### config.mk
export PLATFORM = sky130hd
export DESIGN_NAME = cmc_mode_ctrl
export DESIGN_NICKNAME = d
export VERILOG_FILES = /design/src/hw/cmc_pkg.sv /design/src/hw/cmc_mode_ctrl.sv
export SDC_FILE = /design/constraint.sdc
export NUM_CORES = 1
export LEC_CHECK = 0
export BUFFER_PORTS_ARGS = -buffer_cell sky130_fd_sc_hd__buf_2
export CORE_MARGIN = 3
export CORE_UTILIZATION = 50
export CTS_CLUSTER_SIZE = 28
export DETAILED_ROUTE_END_ITERATION = 8
export PLACE_DENSITY = 0.89
export SYNTH_ARGS = -nofsm -noshare
export SYNTH_HDL_FRONTEND = slang
export SYNTH_SLANG_ARGS = --single-unit
### constraint.sdc
create_clock -name clk_i -period 1.9 [get_ports clk_i]
set_input_delay 0.19 -clock clk_i [delete_from_list [all_inputs] [get_ports clk_i]]
set_output_delay 0.19 -clock clk_i [all_outputs]
set_load 0.01 [all_outputs]
### src/hw/cmc_pkg.sv
// Package of constants and types for the CAN mode-control block.
package cmc_pkg;
   // ----------------------------------------------------------------
   // Register map
   // ----------------------------------------------------------------
   localparam logic [3:0] CMC_ADDR_CTRL1   = 4'h0;
   localparam logic [3:0] CMC_ADDR_CFG2    = 4'h1;
   localparam logic [3:0] CMC_ADDR_STATUS  = 4'h2;
   localparam logic [3:0] CMC_ADDR_TXCTL   = 4'h3;
   localparam logic [3:0] CMC_ADDR_LOCKED  = 4'h4;
   // ----------------------------------------------------------------
   // Field positions of the mode control and CFG2 registers
   // ----------------------------------------------------------------
   localparam int CMC_BIT_STOP_IDLE  = 13;
   localparam int CMC_BIT_ABORT_ALL  = 12;
   localparam int CMC_POS_REQ        = 8;
   localparam int CMC_POS_OPM        = 5;
   localparam int CMC_BIT_CAPTURE    = 3;
   localparam int CMC_BIT_BANK       = 0;
   localparam int CMC_BIT_WAKE_LPF   = 14;
   // Status register bits.
   localparam int CMC_BIT_WAKE_FLAG  = 0;
   localparam int CMC_BIT_TX_ABORTED = 1;
   localparam int CMC_BIT_TX_REQUEST = 2;
   // ----------------------------------------------------------------
   // Reset values and timing
   // ----------------------------------------------------------------
   localparam logic [2:0]  CMC_RST_REQ     = 3'h4;
   localparam logic [2:0]  CMC_RST_OPM     = 3'h4;
   localparam logic [15:0] CMC_RST_LOCKED  = 16'h0000;
   localparam int          CMC_IDLE_BITS   = 11;
   localparam int          CMC_MAX_OVLD    = 2;
   // ----------------------------------------------------------------
   // Mode codes
   // ----------------------------------------------------------------
   typedef enum logic [2:0] {
      CMC_M_NORMAL  = 3'h0,
      CMC_M_DISABLE = 3'h1,
      CMC_M_LOOP    = 3'h2,
      CMC_M_LISTEN  = 3'h3,
      CMC_M_CONFIG  = 3'h4,
      CMC_M_RSV5    = 3'h5,
      CMC_M_RSV6    = 3'h6,
      CMC_M_LISTALL = 3'h7
   } cmc_mode_t;
   typedef enum logic [2:0] {
      CMC_S_STEADY  = 3'b001,
      CMC_S_WAIT    = 3'b010,
      CMC_S_ABORT   = 3'b100
   } cmc_state_t;
endpackage

### src/hw/cmc_mode_ctrl.sv
// Operating-mode control for a CAN controller with register port and pin steering.
`timescale 1ns/1ps
`default_nettype none
module cmc_mode_ctrl
   import cmc_pkg::*;
#(
   parameter int TX_BUFS = 8
) (
   input  wire logic               clk_i,
   input  wire logic               rst_i,
   input  wire logic [3:0]         addr_i,
   input  wire logic [15:0]        wdata_i,
   input  wire logic               wr_i,
   input  wire logic               rd_i,
   output logic      [15:0]        rdata_o,
   input  wire logic               bit_tick_i,
   input  wire logic               bus_rx_i,
   input  wire logic               proto_tx_i,
   input  wire logic               proto_tx_busy_i,
   input  wire logic               tx_start_i,
   input  wire logic               msg_rx_done_i,
   input  wire logic               dev_idle_i,
   input  wire logic               dev_sleep_i,
   input  wire logic               remote_match_i,
   input  wire logic               overload_req_i,
   input  wire logic [TX_BUFS-1:0] tx_pending_i,
   output logic                    bus_tx_o,
   output logic                    bus_tx_oe_o,
   output logic                    rx_pin_owned_o,
   output logic                    proto_rx_o,
   output logic                    proto_run_o,
   output logic                    tx_allowed_o,
   output logic                    rx_allowed_o,
   output logic                    err_active_o,
   output logic                    err_cnt_clear_o,
   output logic                    ignore_errors_o,
   output logic                    wake_lpf_on_o,
   output logic [TX_BUFS-1:0]      tx_abort_o,
   output logic                    capture_o,
   output logic                    bank_filter_o,
   output logic                    overload_o,
   output logic                    auto_reply_o
);
   // ----------------------------------------------------------------
   // Receive pin synchroniser
   // ----------------------------------------------------------------
   logic [2:0] rx_sync_reg;
   logic       rx_level_reg;
   always_ff @(posedge clk_i) begin
      if (rst_i) begin
         rx_sync_reg  <= 3'h7;
         rx_level_reg <= 1'b1;
      end else begin
         rx_sync_reg <= {rx_sync_reg[1:0], bus_rx_i};
         if (rx_sync_reg[2] == rx_sync_reg[1]) begin
            rx_level_reg <= rx_sync_reg[2];
         end
      end
   end

   // ----------------------------------------------------------------
   // Registers
   // ----------------------------------------------------------------
   logic [2:0]  req_reg;
   logic [2:0]  opm_reg;
   logic        stop_idle_reg;
   logic        abort_all_reg;
   logic        capture_en_reg;
   logic        bank_reg;
   logic        wake_lpf_reg;
   logic        wake_flag_reg;
   logic        tx_aborted_reg;
   logic        tx_request_reg;
   logic [15:0] locked_reg;
   logic [3:0]  idle_cnt_reg;
   logic [1:0]  ovld_cnt_reg;
   logic        early_tx_reg;
   cmc_state_t  state_reg;
   cmc_state_t  state_next;

   wire in_config  = (opm_reg == CMC_M_CONFIG);
   wire in_disable = (opm_reg == CMC_M_DISABLE);
   wire in_normal  = (opm_reg == CMC_M_NORMAL);
   wire in_listen  = (opm_reg == CMC_M_LISTEN);
   wire in_loop    = (opm_reg == CMC_M_LOOP);
   wire in_listall = (opm_reg == CMC_M_LISTALL);
   wire bus_idle   = (idle_cnt_reg == 4'(CMC_IDLE_BITS));
   wire req_valid  = (req_reg != CMC_M_RSV5) && (req_reg != CMC_M_RSV6);
   wire want_chg   = req_valid && (req_reg != opm_reg);
   wire halted     = stop_idle_reg && dev_idle_i;
   wire tx_capable = in_normal || in_loop;

   wire wr_ctrl   = wr_i && (addr_i == CMC_ADDR_CTRL1);
   wire wr_cfg2   = wr_i && (addr_i == CMC_ADDR_CFG2);
   wire wr_status = wr_i && (addr_i == CMC_ADDR_STATUS);
   wire wr_txctl  = wr_i && (addr_i == CMC_ADDR_TXCTL);
   wire wr_locked = wr_i && (addr_i == CMC_ADDR_LOCKED);

   wire mode_ok  = bus_idle && !(req_reg == CMC_M_CONFIG && proto_tx_busy_i);
   wire early_ab = early_tx_reg && want_chg && (req_reg == CMC_M_DISABLE);

   // ----------------------------------------------------------------
   // Mode sequencer
   // ----------------------------------------------------------------
   always_comb begin
      state_next = state_reg;
      case (state_reg)
         CMC_S_STEADY: begin
            if (early_ab) begin
               state_next = CMC_S_ABORT;
            end else if (want_chg) begin
               state_next = CMC_S_WAIT;
            end
         end
         CMC_S_WAIT: begin
            if (early_ab) begin
               state_next = CMC_S_ABORT;
            end else if (!want_chg || mode_ok) begin
               state_next = CMC_S_STEADY;
            end
         end
         CMC_S_ABORT: state_next = CMC_S_WAIT;
         default: state_next = CMC_S_STEADY;
      endcase
   end

   // Idle counter saturates so a long idle bus keeps the gate open.
   always_ff @(posedge clk_i) begin
      if (rst_i) begin
         idle_cnt_reg <= 4'h0;
      end else if (!rx_level_reg) begin
         idle_cnt_reg <= 4'h0;
      end else if (bit_tick_i && !bus_idle) begin
         idle_cnt_reg <= idle_cnt_reg + 4'h1;
      end
   end

   // Mode, control fields and flags.
   always_ff @(posedge clk_i) begin
      if (rst_i) begin
         state_reg      <= CMC_S_STEADY;
         req_reg        <= CMC_RST_REQ;
         opm_reg        <= CMC_RST_OPM;
         stop_idle_reg  <= 1'b0;
         abort_all_reg  <= 1'b0;
         capture_en_reg <= 1'b0;
         bank_reg       <= 1'b0;
         wake_lpf_reg   <= 1'b0;
         locked_reg     <= CMC_RST_LOCKED;
      end else begin
         state_reg <= state_next;
         if (wr_ctrl) begin
            req_reg        <= wdata_i[CMC_POS_REQ +: 3];
            bank_reg       <= wdata_i[CMC_BIT_BANK];
         end
         if (wr_ctrl && in_config) begin
            stop_idle_reg  <= wdata_i[CMC_BIT_STOP_IDLE];
            capture_en_reg <= wdata_i[CMC_BIT_CAPTURE];
         end
         if (wr_cfg2 && in_config) begin
            wake_lpf_reg <= wdata_i[CMC_BIT_WAKE_LPF];
         end
         if (wr_locked && in_config) begin
            locked_reg <= wdata_i;
         end
         if (state_reg == CMC_S_WAIT && want_chg && mode_ok) begin
            opm_reg <= req_reg;
         end
         if (wr_ctrl && wdata_i[CMC_BIT_ABORT_ALL]) begin
            abort_all_reg <= 1'b1;
         end else if (tx_pending_i == '0) begin
            abort_all_reg <= 1'b0;
         end
      end
   end

   // Software clears the wake and tx-aborted status bits by writing one; a hardware set wins.
   always_ff @(posedge clk_i) begin
      if (rst_i) begin
         wake_flag_reg  <= 1'b0;
         tx_aborted_reg <= 1'b0;
         tx_request_reg <= 1'b0;
         early_tx_reg   <= 1'b0;
      end else begin
         if (in_disable && !rx_level_reg) begin
            wake_flag_reg <= 1'b1;
         end else if (wr_status && wdata_i[CMC_BIT_WAKE_FLAG]) begin
            wake_flag_reg <= 1'b0;
         end
         if (state_reg == CMC_S_ABORT) begin
            tx_aborted_reg <= 1'b1;
            tx_request_reg <= 1'b0;
            early_tx_reg   <= 1'b0;
         end else begin
            if (wr_status && wdata_i[CMC_BIT_TX_ABORTED]) begin
               tx_aborted_reg <= 1'b0;
            end
            if (tx_start_i && tx_capable) begin
               tx_request_reg <= 1'b1;
               early_tx_reg   <= !bus_idle;
            end else if (wr_txctl && wdata_i[CMC_BIT_TX_REQUEST]) begin
               tx_request_reg <= 1'b1;
            end else if (proto_tx_busy_i) begin
               tx_request_reg <= 1'b0;
            end
            if (bus_idle || !tx_capable) begin
               early_tx_reg <= 1'b0;
            end
         end
      end
   end

   always_ff @(posedge clk_i) begin
      if (rst_i) begin
         ovld_cnt_reg <= 2'h0;
      end else if (overload_req_i && ovld_cnt_reg != 2'(CMC_MAX_OVLD)) begin
         ovld_cnt_reg <= ovld_cnt_reg + 2'h1;
      end else if (!overload_req_i) begin
         ovld_cnt_reg <= 2'h0;
      end
   end

   // ----------------------------------------------------------------
   // Pin steering and protocol permissions
   // ----------------------------------------------------------------
   // normal and listen-all modes own the transmit pin
   wire tx_pin_own = (in_normal || in_listall) && !halted;
   assign bus_tx_oe_o    = tx_pin_own;
   assign bus_tx_o       = tx_pin_own ? proto_tx_i : 1'b1;
   assign rx_pin_owned_o = (in_normal || in_listen || in_listall) && !halted;
   assign proto_rx_o     = in_loop ? proto_tx_i : rx_level_reg;
   assign proto_run_o    = !halted && !in_config && !in_disable;
   assign tx_allowed_o   = proto_run_o && (in_normal || in_loop || in_listall)
                           && !early_tx_reg;
   assign rx_allowed_o   = proto_run_o;
   assign err_cnt_clear_o = in_config;
   assign err_active_o    = proto_run_o && !in_listen && !in_listall;
   assign ignore_errors_o = in_listall;
   assign wake_lpf_on_o   = wake_lpf_reg && (in_disable || dev_sleep_i);
   assign tx_abort_o      = abort_all_reg ? tx_pending_i : '0;
   assign capture_o       = capture_en_reg && msg_rx_done_i && rx_allowed_o;
   assign bank_filter_o   = bank_reg;
   assign overload_o      = overload_req_i && ovld_cnt_reg != 2'(CMC_MAX_OVLD);
   assign auto_reply_o    = remote_match_i && tx_allowed_o;

   // ----------------------------------------------------------------
   // Read port
   // ----------------------------------------------------------------
   wire [15:0] ctrl_word = {2'h0, stop_idle_reg, abort_all_reg, 1'b0, req_reg,
                            opm_reg, 1'b0, capture_en_reg, 2'h0, bank_reg};
   wire [15:0] rd_mux =
      (addr_i == CMC_ADDR_CTRL1)  ? ctrl_word :
      (addr_i == CMC_ADDR_CFG2)   ? {1'b0, wake_lpf_reg, 14'h0} :
      (addr_i == CMC_ADDR_STATUS) ? {13'h0, tx_request_reg, tx_aborted_reg,
                                     wake_flag_reg} :
      (addr_i == CMC_ADDR_TXCTL)  ? {15'h0, tx_request_reg} :
      (addr_i == CMC_ADDR_LOCKED) ? locked_reg : 16'h0000;
   always_ff @(posedge clk_i) begin
      if (rst_i) begin
         rdata_o <= 16'h0000;
      end else begin
         rdata_o <= rd_i ? rd_mux : 16'h0000;
      end
   end

   // ----------------------------------------------------------------
   // Checks
   // ----------------------------------------------------------------
   property p_mode_gate;
      @(posedge clk_i) disable iff (rst_i)
      !$stable(opm_reg) |-> $past(bus_idle);
   endproperty
   a_mode_gate: assert property (p_mode_gate) else $error("mode changed on busy bus");
   property p_no_cfg_tx;
      @(posedge clk_i) disable iff (rst_i)
      (opm_reg == CMC_M_CONFIG) && $changed(opm_reg) |-> !$past(proto_tx_busy_i);
   endproperty
   a_no_cfg_tx: assert property (p_no_cfg_tx) else $error("config entered in tx");
   property p_cfg_quiet;
      @(posedge clk_i) disable iff (rst_i)
      in_config |-> !tx_allowed_o && !rx_allowed_o && err_cnt_clear_o;
   endproperty
   a_cfg_quiet: assert property (p_cfg_quiet) else $error("config not quiet");
   property p_lock;
      @(posedge clk_i) disable iff (rst_i)
      !in_config ##1 1'b1 |-> $stable(capture_en_reg) && $stable(stop_idle_reg)
                              && $stable(wake_lpf_reg) && $stable(locked_reg);
   endproperty
   a_lock: assert property (p_lock) else $error("locked register changed");
   property p_disable_pins;
      @(posedge clk_i) disable iff (rst_i)
      in_disable || in_loop |-> !bus_tx_oe_o && !rx_pin_owned_o;
   endproperty
   a_disable_pins: assert property (p_disable_pins) else $error("pins not released");
   property p_listen;
      @(posedge clk_i) disable iff (rst_i)
      in_listen |-> !bus_tx_oe_o && !err_active_o;
   endproperty
   a_listen: assert property (p_listen) else $error("listen not passive");
   property p_loop;
      @(posedge clk_i) disable iff (rst_i)
      in_loop |-> proto_rx_o == proto_tx_i;
   endproperty
   a_loop: assert property (p_loop) else $error("loopback path broken");
   property p_early_abort;
      @(posedge clk_i) disable iff (rst_i)
      early_ab |-> ##3 tx_aborted_reg && !tx_request_reg;
   endproperty
   a_early_abort: assert property (p_early_abort) else $error("early abort missing");
   property p_ovld;
      @(posedge clk_i) disable iff (rst_i)
      overload_o [*2] |=> !overload_o;
   endproperty
   a_ovld: assert property (p_ovld) else $error("third overload frame");
endmodule
`default_nettype wire

==> flow_metrics.env, run 1 <==
export IMPL_gp_congestion=0.871
export IMPL_initial_core_util=0.529
export IMPL_grt_pass1_vias=2326
export IMPL_muxShareOfSynthArea=0.0317
export IMPL_cp_max_fo=6
export IMPL_clk_latency_ns=0.34
export IMPL_tritoncts="yes"
export IMPL_core_area_mm2=0.00485
export IMPL_multiInputGateArea_mm2=0.00130
export IMPL_synth_edf_count=0
export IMPL_regArea_mm2=0.00121
export IMPL_async_flop_share=0
export IMPL_postCtsHoldBufs=0
export IMPL_final_area_mm2=0.00336
export IMPL_cts_buffer_depth=2
export IMPL_most_common_layout_cells="80 x buf_2, 57 x dfxtp_1, 55 x nand2_1, 27 x nor2_1, 26 x a21oi_1"
export IMPL_antenna_found_initial=0
export IMPL_wl_mm=7.18
export IMPL_tightest_slew_ns=0.466
export IMPL_syn_inst=303
export IMPL_max_cap_viol_count=0
export IMPL_synth_top_family_by_area="simple AND/OR/NAND/NOR gates"
export IMPL_chipWidth_um=77.6
export IMPL_violations="setup timing"
export IMPL_drive_gt1_frac=0.333
export IMPL_synthXorXnorAreaFrac=0.0137
export IMPL_syn_num_nets=347
export IMPL_finalWorstSetupSlack_ns=-0.0516
export IMPL_synth_compound_area_share=0.144
export IMPL_hold_path_class="in -> reg"
export IMPL_cts_sink_count=60
export IMPL_max_vdd_ir_drop_mv=0.424
export IMPL_grt_max_degree=37
export IMPL_pwr_density_cell_mw_per_mm2=719
export IMPL_setup_viol=2
export IMPL_htreeDepth=3
export IMPL_cp_end_kind="flop"
export IMPL_final_common_cell="buf_2"
export IMPL_die_y_um=77.6
export IMPL_max_clock_freq_ghz=0.512
export IMPL_yosysWarnings=0
export IMPL_num_vias=2610
export IMPL_grt_pass1_wl_mm=10.6
export IMPL_path_cells="buf_4 > nor3b_4 > o221ai_2 > nand4b_4 > or4b_1 > a31oi_1"
export IMPL_nFillCells=354
export IMPL_dpl_hpwl_mm=4.85
export IMPL_crit_path_start_kind="flop"
export IMPL_outcome="finished with violations"
export IMPL_ys_seq_elements=60
export IMPL_netlist_area_mm2=0.00256
export IMPL_path_class="reg -> reg"
export IMPL_syn_avg_cell_area_um2=8.46
export IMPL_root_buffer="clkbuf_8"
export IMPL_critPathArrivalTime_ns=2.20
export IMPL_nets=441
export IMPL_path_clk_slew_ns=0.07
export IMPL_critPathRequiredTime_ns=2.15
export IMPL_design_die_area_mm2=0.00602
export IMPL_track_usage=0.224
export IMPL_dr_pass1_iters=5
export IMPL_wire_per_inst_um=15.4
export IMPL_cpPeakStageDelay_ns=0.57
export IMPL_antenna_cells=0
export IMPL_rsz0062_at_grt="yes"
export IMPL_relSlewSlack=0.687
export IMPL_io_buffers=80
export IMPL_synth_distinct_cells=50
export IMPL_period_needed_ns=1.95
export IMPL_drc=0
export IMPL_postPlaceCellArea_mm2=0.00306
export IMPL_ios=81
export IMPL_tns_ns=-0.0792
export IMPL_yosysSeqAreaShare=0.469
export IMPL_syn_to_final_growth_pct=31.1
export IMPL_synth_adder_area_share=0.00976
export IMPL_final_util=0.693
export IMPL_drt_iter0_markers=214
export IMPL_fin_worst_skew_ns=0.00904
export IMPL_via_per_inst=5.59
export IMPL_final_max_slew_violation_count=0
export IMPL_leakage_nw=1.49
export IMPL_grt_overflow_total=0
export IMPL_num_rows=25
export IMPL_final_antenna_net_count=0
export IMPL_fin_crit_sh=1.03
export IMPL_cts_made_buffers=9
export IMPL_hold_violations=0
export IMPL_slowest_stage="or4b_1"
export IMPL_synth_ff_type="dfxtp_1"
export IMPL_synthSimpleGateAreaFrac=0.288
==> where the power goes <==
part | total (W) | internal (W) | leakage (nW) | switching [W]
sequential | 0.00128 | 0.00127 | 0.487 | 0.0000124
clock | 0.000976 | 0.000490 | 0.0762 | 0.000486
combinational | 0.000156 | 0.0000675 | 0.925 | 0.0000885
==> Yosys cell counts, drive strengths merged, types with 3 or more instances <==
cell    instances  share of area
dfxtp          60           0.47
nand2          55          0.081
nor2           28          0.041
a21oi          27          0.053
and2           13          0.032
nand3          11          0.021
nor3           11          0.021
clkbuf         10          0.015
buf             8          0.020
mux2i           7          0.027
a22o            6          0.020
a22oi           6          0.018
and3            6          0.015
inv             6         0.0088
nand2b          4         0.0098
nor4            4         0.0098
or2             4         0.0098
nand4           3         0.0073
xor2            3          0.010
==> repair_timing <==
action                     CTS  global route
gates resized for setup      8             9
buffers inserted             4             6
setup endpoints to repair    5            17
pin swaps                    1             5
==> path summary, 6_finish.rpt <==
path	from	to	slack [ns]	cells after the start
hold reg to reg	rx_sync_reg[0]	rx_sync_reg[1]	0.41	1
setup / recovery	opm_reg[2]	state_reg[1]	-0.05	6
hold / removal	bus_rx_i	rx_sync_reg[0]	0.03	2
setup reg to reg	opm_reg[2]	state_reg[1]	-0.05	6
==> area by class of cell <==
type / instances / share of cell area
Multi-Input combinational cell: 219 / 0.386
Sequential cell: 60 / 0.361
Timing Repair Buffer: 101 / 0.172
Clock buffer: 10 / 0.0410
Tap cell: 67 / 0.0249
Clock inverter: 4 / 0.00819
Inverter: 6 / 0.00670
==> layer usage <==
metal / vias to the layer above / GRT usage / part of all wire
li1: 1235 / - / -
met1: 1205 / 0.267 / 0.39
met2: 147 / 0.362 / 0.49
met3: 23 / 0.0650 / 0.084
met4: 0 / 0.123 / 0.032
met5: - / 0 / 0
==> critical path: cells and delay by family (launching register included) <==
kind / cells / cell delay (ns)
AO/OA/AOI/OAI: 2 / 0.42
buffers and inverters: 1 / 0.16
AND/OR/NAND/NOR: 3 / 0.90
flip-flops: 1 / 0.38
==> metrics by stage <==
| step | worst slack [ns] | hold slack [ns] | instances | total power [W] |
|---|---|---|---|---|
| after floorplan | 0.127 | 0.294 | 303 | 0.00139 |
| final | -0.0516 | 0.0308 | 467 | 0.00242 |
| after global placement | 0.147 | 0.372 | 444 | 0.00146 |
| after detailed placement | 0.0847 | 0.374 | 444 | 0.00146 |
| after CTS | 0.00989 | 0.0212 | 461 | 0.00242 |
| after global routing | -0.0970 | 0.0413 | 467 | 0.00250 |
==> logic make-up (layout without fill, tap and decap cells) <==
| group | after synthesis | after routing |
|---|---|---|
| AO/OA/AOI/OAI | 55 | 55 |
| buffers and inverters | 24 | 121 |
| XOR/XNOR | 4 | 4 |
| flip-flops | 60 | 60 |
| AND/OR/NAND/NOR | 150 | 150 |
| multiplexers | 8 | 8 |
| adder cells (fa/ha/maj) | 2 | 2 |
Note: power is estimated with default switching activity, not from simulation.
==> inputs of run 2 (changes only) <==
--- a/config.mk
+++ b/config.mk
@@ -7,10 +7,10 @@
 export LEC_CHECK = 0
 export BUFFER_PORTS_ARGS = -buffer_cell sky130_fd_sc_hd__buf_2
 export CORE_MARGIN = 3
-export CORE_UTILIZATION = 50
+export CORE_UTILIZATION = 35
 export CTS_CLUSTER_SIZE = 28
 export DETAILED_ROUTE_END_ITERATION = 8
-export PLACE_DENSITY = 0.89
+export PLACE_DENSITY = 0.68
 export SYNTH_ARGS = -nofsm -noshare
 export SYNTH_HDL_FRONTEND = slang
 export SYNTH_SLANG_ARGS = --single-unit
==> run 2 against run 1 <==
Effect of this change: the run now ends clean; cell area up 0.60%; clock skew increased by 0.0013 ns; power grew 2.2%; highest routed layer unchanged; largest cell class unchanged; clock power grew 6%.
==> flow_metrics.env, run 2 (synthesized netlist as in run 1, its figures left out) <==
export IMPL_num_vias=2438
export IMPL_fin_worst_skew_ns=0.0104
export IMPL_drc=0
export IMPL_leakage_nw=1.49
export IMPL_cp_max_fo=5
export IMPL_io_buffers=80
export IMPL_ios=81
export IMPL_core_area_mm2=0.00694
export IMPL_max_cap_viol_count=0
export IMPL_final_antenna_net_count=0
export IMPL_timing_critical_path_buf_inv=2
export IMPL_design_die_area_mm2=0.00839
export IMPL_syn_to_final_growth_pct=31.9
export IMPL_nFillCells=698
export IMPL_critPathRequiredTime_ns=1.71
export IMPL_root_buffer="clkbuf_8"
export IMPL_path_clk_slew_ns=0.07
export IMPL_cpPeakStageDelay_ns=0.37
export IMPL_dpl_hpwl_mm=5.05
export IMPL_critPathArrivalTime_ns=1.66
export IMPL_drive_gt1_frac=0.343
export IMPL_clk_latency_ns=0.34
export IMPL_wl_mm=6.79
export IMPL_grt_max_degree=37
export IMPL_outcome="finished, final reports clean"
export IMPL_final_max_slew_violation_count=0
export IMPL_setup_viol=0
export IMPL_track_usage=0.166
export IMPL_wire_per_inst_um=13.6
export IMPL_max_clock_freq_ghz=0.542
export IMPL_cp_end_kind="output pin"
export IMPL_final_common_cell="buf_2"
export IMPL_pwr_density_cell_mw_per_mm2=730
export IMPL_tns_ns=0
export IMPL_antenna_cells=0
export IMPL_fin_hold_ws_ns=0.0341
export IMPL_grt_pass1_vias=2325
export IMPL_period_needed_ns=1.85
export IMPL_tightest_slew_ns=0.433
export IMPL_drt_iter0_markers=135
export IMPL_grt_pass1_wl_mm=11.0
export IMPL_via_per_inst=4.90
export IMPL_initial_core_util=0.369
export IMPL_cts_sink_count=60
export IMPL_antenna_found_initial=0
export IMPL_max_vdd_ir_drop_mv=0.392
export IMPL_rsz0062_at_grt="yes"
export IMPL_most_common_layout_cells="80 x buf_2, 55 x nand2_1, 55 x dfxtp_1, 27 x nor2_1, 26 x a21oi_1"
export IMPL_num_rows=30
export IMPL_hold_violations=0
export IMPL_dr_pass1_iters=4
export IMPL_slowest_stage="or3_4"
export IMPL_cts_buffer_depth=2
export IMPL_crit_path_start_kind="flop"
export IMPL_postCtsHoldBufs=0
export IMPL_die_y_um=91.6
export IMPL_tritoncts="yes"
export IMPL_nets=441
export IMPL_fin_crit_sh=0.971
export IMPL_relSlewSlack=0.709
export IMPL_gp_congestion=0.870
export IMPL_htreeDepth=3
export IMPL_cts_made_buffers=9
export IMPL_cpLargestDelayFamily="simple AND/OR/NAND/NOR gates"
export IMPL_hold_path_class="in -> reg"
export IMPL_path_class="reg -> out"
export IMPL_grt_overflow_total=0
export IMPL_path_cells="buf_6 > or3_4 > and2b_1 > a21oi_2 > nand2b_1 > buf_2"
export IMPL_chipWidth_um=91.6
-- run 2: cell count changes in the layout (fill, tap and decap cells not counted), sizes merged --
cell,change
inv,+1
clkbuf,+1
-- run 2: repair_timing --
| action | in CTS | in global routing |
|---|---|---|
| resized for setup | 6 | 11 |
| hold endpoints to repair | 0 | 0 |
| endpoints found under the setup margin | 4 | 8 |
| buffers inserted | 2 | 4 |
| pin swaps | 0 | 2 |
-- run 2: cell type report --
| cell class | instances | area [um2] | share of cell area |
|---|---|---|---|
| Tap cell | 96 | 120 | 0.0355 |
| Sequential cell | 60 | 1210 | 0.359 |
| Clock buffer | 11 | 141 | 0.0418 |
| Multi-Input combinational cell | 219 | 1280 | 0.379 |
| Timing Repair Buffer | 101 | 566 | 0.167 |
| Inverter | 6 | 22.5 | 0.00666 |
| Clock inverter | 5 | 36.3 | 0.0107 |
-- run 2: where the power goes --
group          switching [W]  total (W)  leakage [nW]  internal [W]
registers          0.0000127    0.00128         0.486       0.00127
clock network       0.000523    0.00103        0.0820      0.000511
logic              0.0000846   0.000150         0.918     0.0000656
total               0.000620    0.00247          1.49       0.00185
-- run 2: final timing paths --
path                   from        endpoint  slack (ns)  depth (start not counted)
max              opm_reg[1]        bus_tx_o        0.05                          6
min                bus_rx_i  rx_sync_reg[0]        0.03                          2
max reg2reg      opm_reg[1]    state_reg[1]        0.08                          6
min reg2reg  rx_sync_reg[0]  rx_sync_reg[1]        0.41                          1
-- run 2: through the flow --
| stage | power, W | util | instance area (um2) | setup slack, ns | cells |
|---|---|---|---|---|---|
| floorplan | 0.00139 | - | 2560 | 0.127 | 303 |
| global placement | 0.00146 | 0.447 | 3110 | 0.165 | 476 |
| detailed placement | 0.00147 | 0.447 | 3110 | 0.0876 | 476 |
| CTS | 0.00249 | 0.477 | 3310 | -0.00384 | 494 |
| global route | 0.00258 | 0.487 | 3380 | -0.0265 | 498 |
| finish | 0.00247 | 0.487 | 3380 | 0.0543 | 498 |
-- run 2: metal layers --
layer / GRT usage / vias up / wire length (um)
met2: 0.256 / 71 / 3160
met5: 0 / - / 0
li1: - / 1236 / -
met1: 0.207 / 1114 / 3060
met3: 0.0447 / 17 / 363
met4: 0.0980 / 0 / 210
==> inputs of run 3 (changes only) <==
--- a/config.mk
+++ b/config.mk
@@ -6,11 +6,13 @@
 export NUM_CORES = 1
 export LEC_CHECK = 0
 export BUFFER_PORTS_ARGS = -buffer_cell sky130_fd_sc_hd__buf_2
+export CELL_PAD_IN_SITES_DETAIL_PLACEMENT = 1
+export CELL_PAD_IN_SITES_GLOBAL_PLACEMENT = 2
 export CORE_MARGIN = 3
-export CORE_UTILIZATION = 35
+export CORE_UTILIZATION = 29
 export CTS_CLUSTER_SIZE = 28
 export DETAILED_ROUTE_END_ITERATION = 8
-export PLACE_DENSITY = 0.68
+export PLACE_DENSITY = 0.89
 export SYNTH_ARGS = -nofsm -noshare
 export SYNTH_HDL_FRONTEND = slang
 export SYNTH_SLANG_ARGS = --single-unit
==> run 3 against run 2 <==
Effect of this change: sequential share of layout area down 0.78 points; global-route usage shrank 0.31 points; fmax down 2.6%; final cell count grew 2.2%; core utilization shrank 7.4 points; count of clock-buffer cells in the layout is 3 higher; combinational power is 6% higher; die area grew 19%; critical endpoint unchanged.
==> flow_metrics.env, run 3 (synthesized netlist as in run 1, its figures left out) <==
export IMPL_cp_end_kind="output pin"
export IMPL_antenna_found_initial=0
export IMPL_most_common_layout_cells="80 x buf_2, 56 x dfxtp_1, 55 x nand2_1, 27 x nor2_1, 26 x a21oi_1"
export IMPL_setup_viol=0
export IMPL_syn_to_final_growth_pct=34.9
export IMPL_final_util=0.413
export IMPL_rsz0062_at_grt="yes"
export IMPL_tritoncts="yes"
export IMPL_htreeDepth=3
export IMPL_initial_core_util=0.306
export IMPL_grt_pass1_vias=2582
export IMPL_wire_per_inst_um=15.9
export IMPL_chipWidth_um=100
export IMPL_cts_buffer_depth=2
export IMPL_antenna_cells=0
export IMPL_via_per_inst=4.95
export IMPL_io_buffers=80
export IMPL_grt_pass1_wl_mm=12.8
export IMPL_final_common_cell="buf_2"
export IMPL_fin_worst_skew_ns=0.00592
export IMPL_max_vdd_ir_drop_mv=0.305
export IMPL_dr_pass1_iters=4
export IMPL_drc=0
export IMPL_dp_slack_ns=0.122
export IMPL_clk_latency_ns=0.34
export IMPL_critPathArrivalTime_ns=1.71
export IMPL_outcome="finished, final reports clean"
export IMPL_wl_mm=8.07
export IMPL_finalWorstSetupSlack_ns=0.00417
export IMPL_drt_iter0_markers=55
export IMPL_max_cap_viol_count=0
export IMPL_num_vias=2521
export IMPL_cpLargestDelayFamily="simple AND/OR/NAND/NOR gates"
export IMPL_dpl_hpwl_mm=5.93
export IMPL_ios=81
export IMPL_path_cells="buf_6 > or3_4 > and2b_1 > a21oi_2 > nand2b_1 > buf_2"
export IMPL_fin_crit_sh=0.998
export IMPL_leakage_nw=1.53
export IMPL_drive_gt1_frac=0.342
export IMPL_die_y_um=100
export IMPL_final_antenna_net_count=0
export IMPL_max_clock_freq_ghz=0.527
export IMPL_slowest_stage="or3_4"
export IMPL_gp_congestion=0.818
export IMPL_period_needed_ns=1.90
export IMPL_core_area_mm2=0.00838
export IMPL_root_buffer="clkbuf_8"
export IMPL_cts_sink_count=60
export IMPL_hold_violations=0
export IMPL_pwr_density_cell_mw_per_mm2=761
export IMPL_path_clk_slew_ns=0.06
export IMPL_cts_made_buffers=9
export IMPL_tns_ns=0
export IMPL_num_rows=33
export IMPL_critPathRequiredTime_ns=1.71
export IMPL_grt_max_degree=37
export IMPL_cpPeakStageDelay_ns=0.38
export IMPL_timing_critical_path_buf_inv=2
export IMPL_track_usage=0.163
export IMPL_relSlewSlack=0.659
export IMPL_regToRegSetupSlack_ns=0.08
export IMPL_design_die_area_mm2=0.0100
export IMPL_path_class="reg -> out"
export IMPL_grt_overflow_total=0
export IMPL_final_max_slew_violation_count=0
export IMPL_hold_path_class="in -> reg"
export IMPL_crit_path_start_kind="flop"
export IMPL_cp_max_fo=6
export IMPL_tightest_slew_ns=0.507
export IMPL_nets=444
==> run 3: cell types whose count changed in the layout (fill, tap and decap cells not counted), moves of 2 or more <==
cell	change
buf_4	+2
clkbuf_8	+2
clkinvlp_4	-3
dfxtp_2	-2
==> run 3: timing repair <==
action | 4_1_cts | 5_1_grt
gates resized for setup | 10 | 10
pin swaps | 1 | 5
hold buffers | 0 | 0
buffers inserted | 7 | 1
endpoints found under the setup margin | 7 | 10
==> run 3: per-layer routing <==
metal  vias up  track usage  part of all wire
met1      1212        0.189              0.42
met4         0       0.0705             0.021
met3        12       0.0410             0.042
met5         -            0                 0
li1       1242            -                 -
met2        55        0.284              0.52
==> run 3: power breakdown <==
group          total (W)  switching (W)  internal (W)  leakage, nW
Sequential       0.00128      0.0000127       0.00127        0.487
Clock            0.00119       0.000481      0.000708        0.103
Combinational   0.000159      0.0000913     0.0000679        0.936
==> run 3: cell type report <==
type | instances | area [um2]
Clock inverter | 1 | 30.0
Tap cell | 105 | 131
Inverter | 6 | 22.5
Multi-Input combinational cell | 219 | 1300
Sequential cell | 60 | 1210
Clock buffer | 14 | 173
Fill cell | 1047 | 4920
Timing Repair Buffer | 104 | 592
==> run 3: worst paths after layout <==
| path | depth (start not counted) | to | startpoint |
|---|---|---|---|
| max reg2reg | 6 | state_reg[1] | opm_reg[2] |
| max | 6 | bus_tx_o | opm_reg[0] |
| min reg2reg | 1 | rx_sync_reg[1] | rx_sync_reg[0] |
| min | 2 | rx_sync_reg[0] | bus_rx_i |
==> run 3: metrics by stage <==
step / hold WS, ns / cells / area [um2] / total power, W
3_3_place_gp: 0.375 / 486 / 3130 / 0.00147
3_5_place_dp: 0.377 / 486 / 3130 / 0.00147
5_1_grt: 0.0164 / 509 / 3460 / 0.00276
6_report: 0.0347 / 509 / 3460 / 0.00263
4_1_cts: 0.0199 / 508 / 3410 / 0.00267
2_1_floorplan: 0.294 / 303 / 2560 / 0.00139
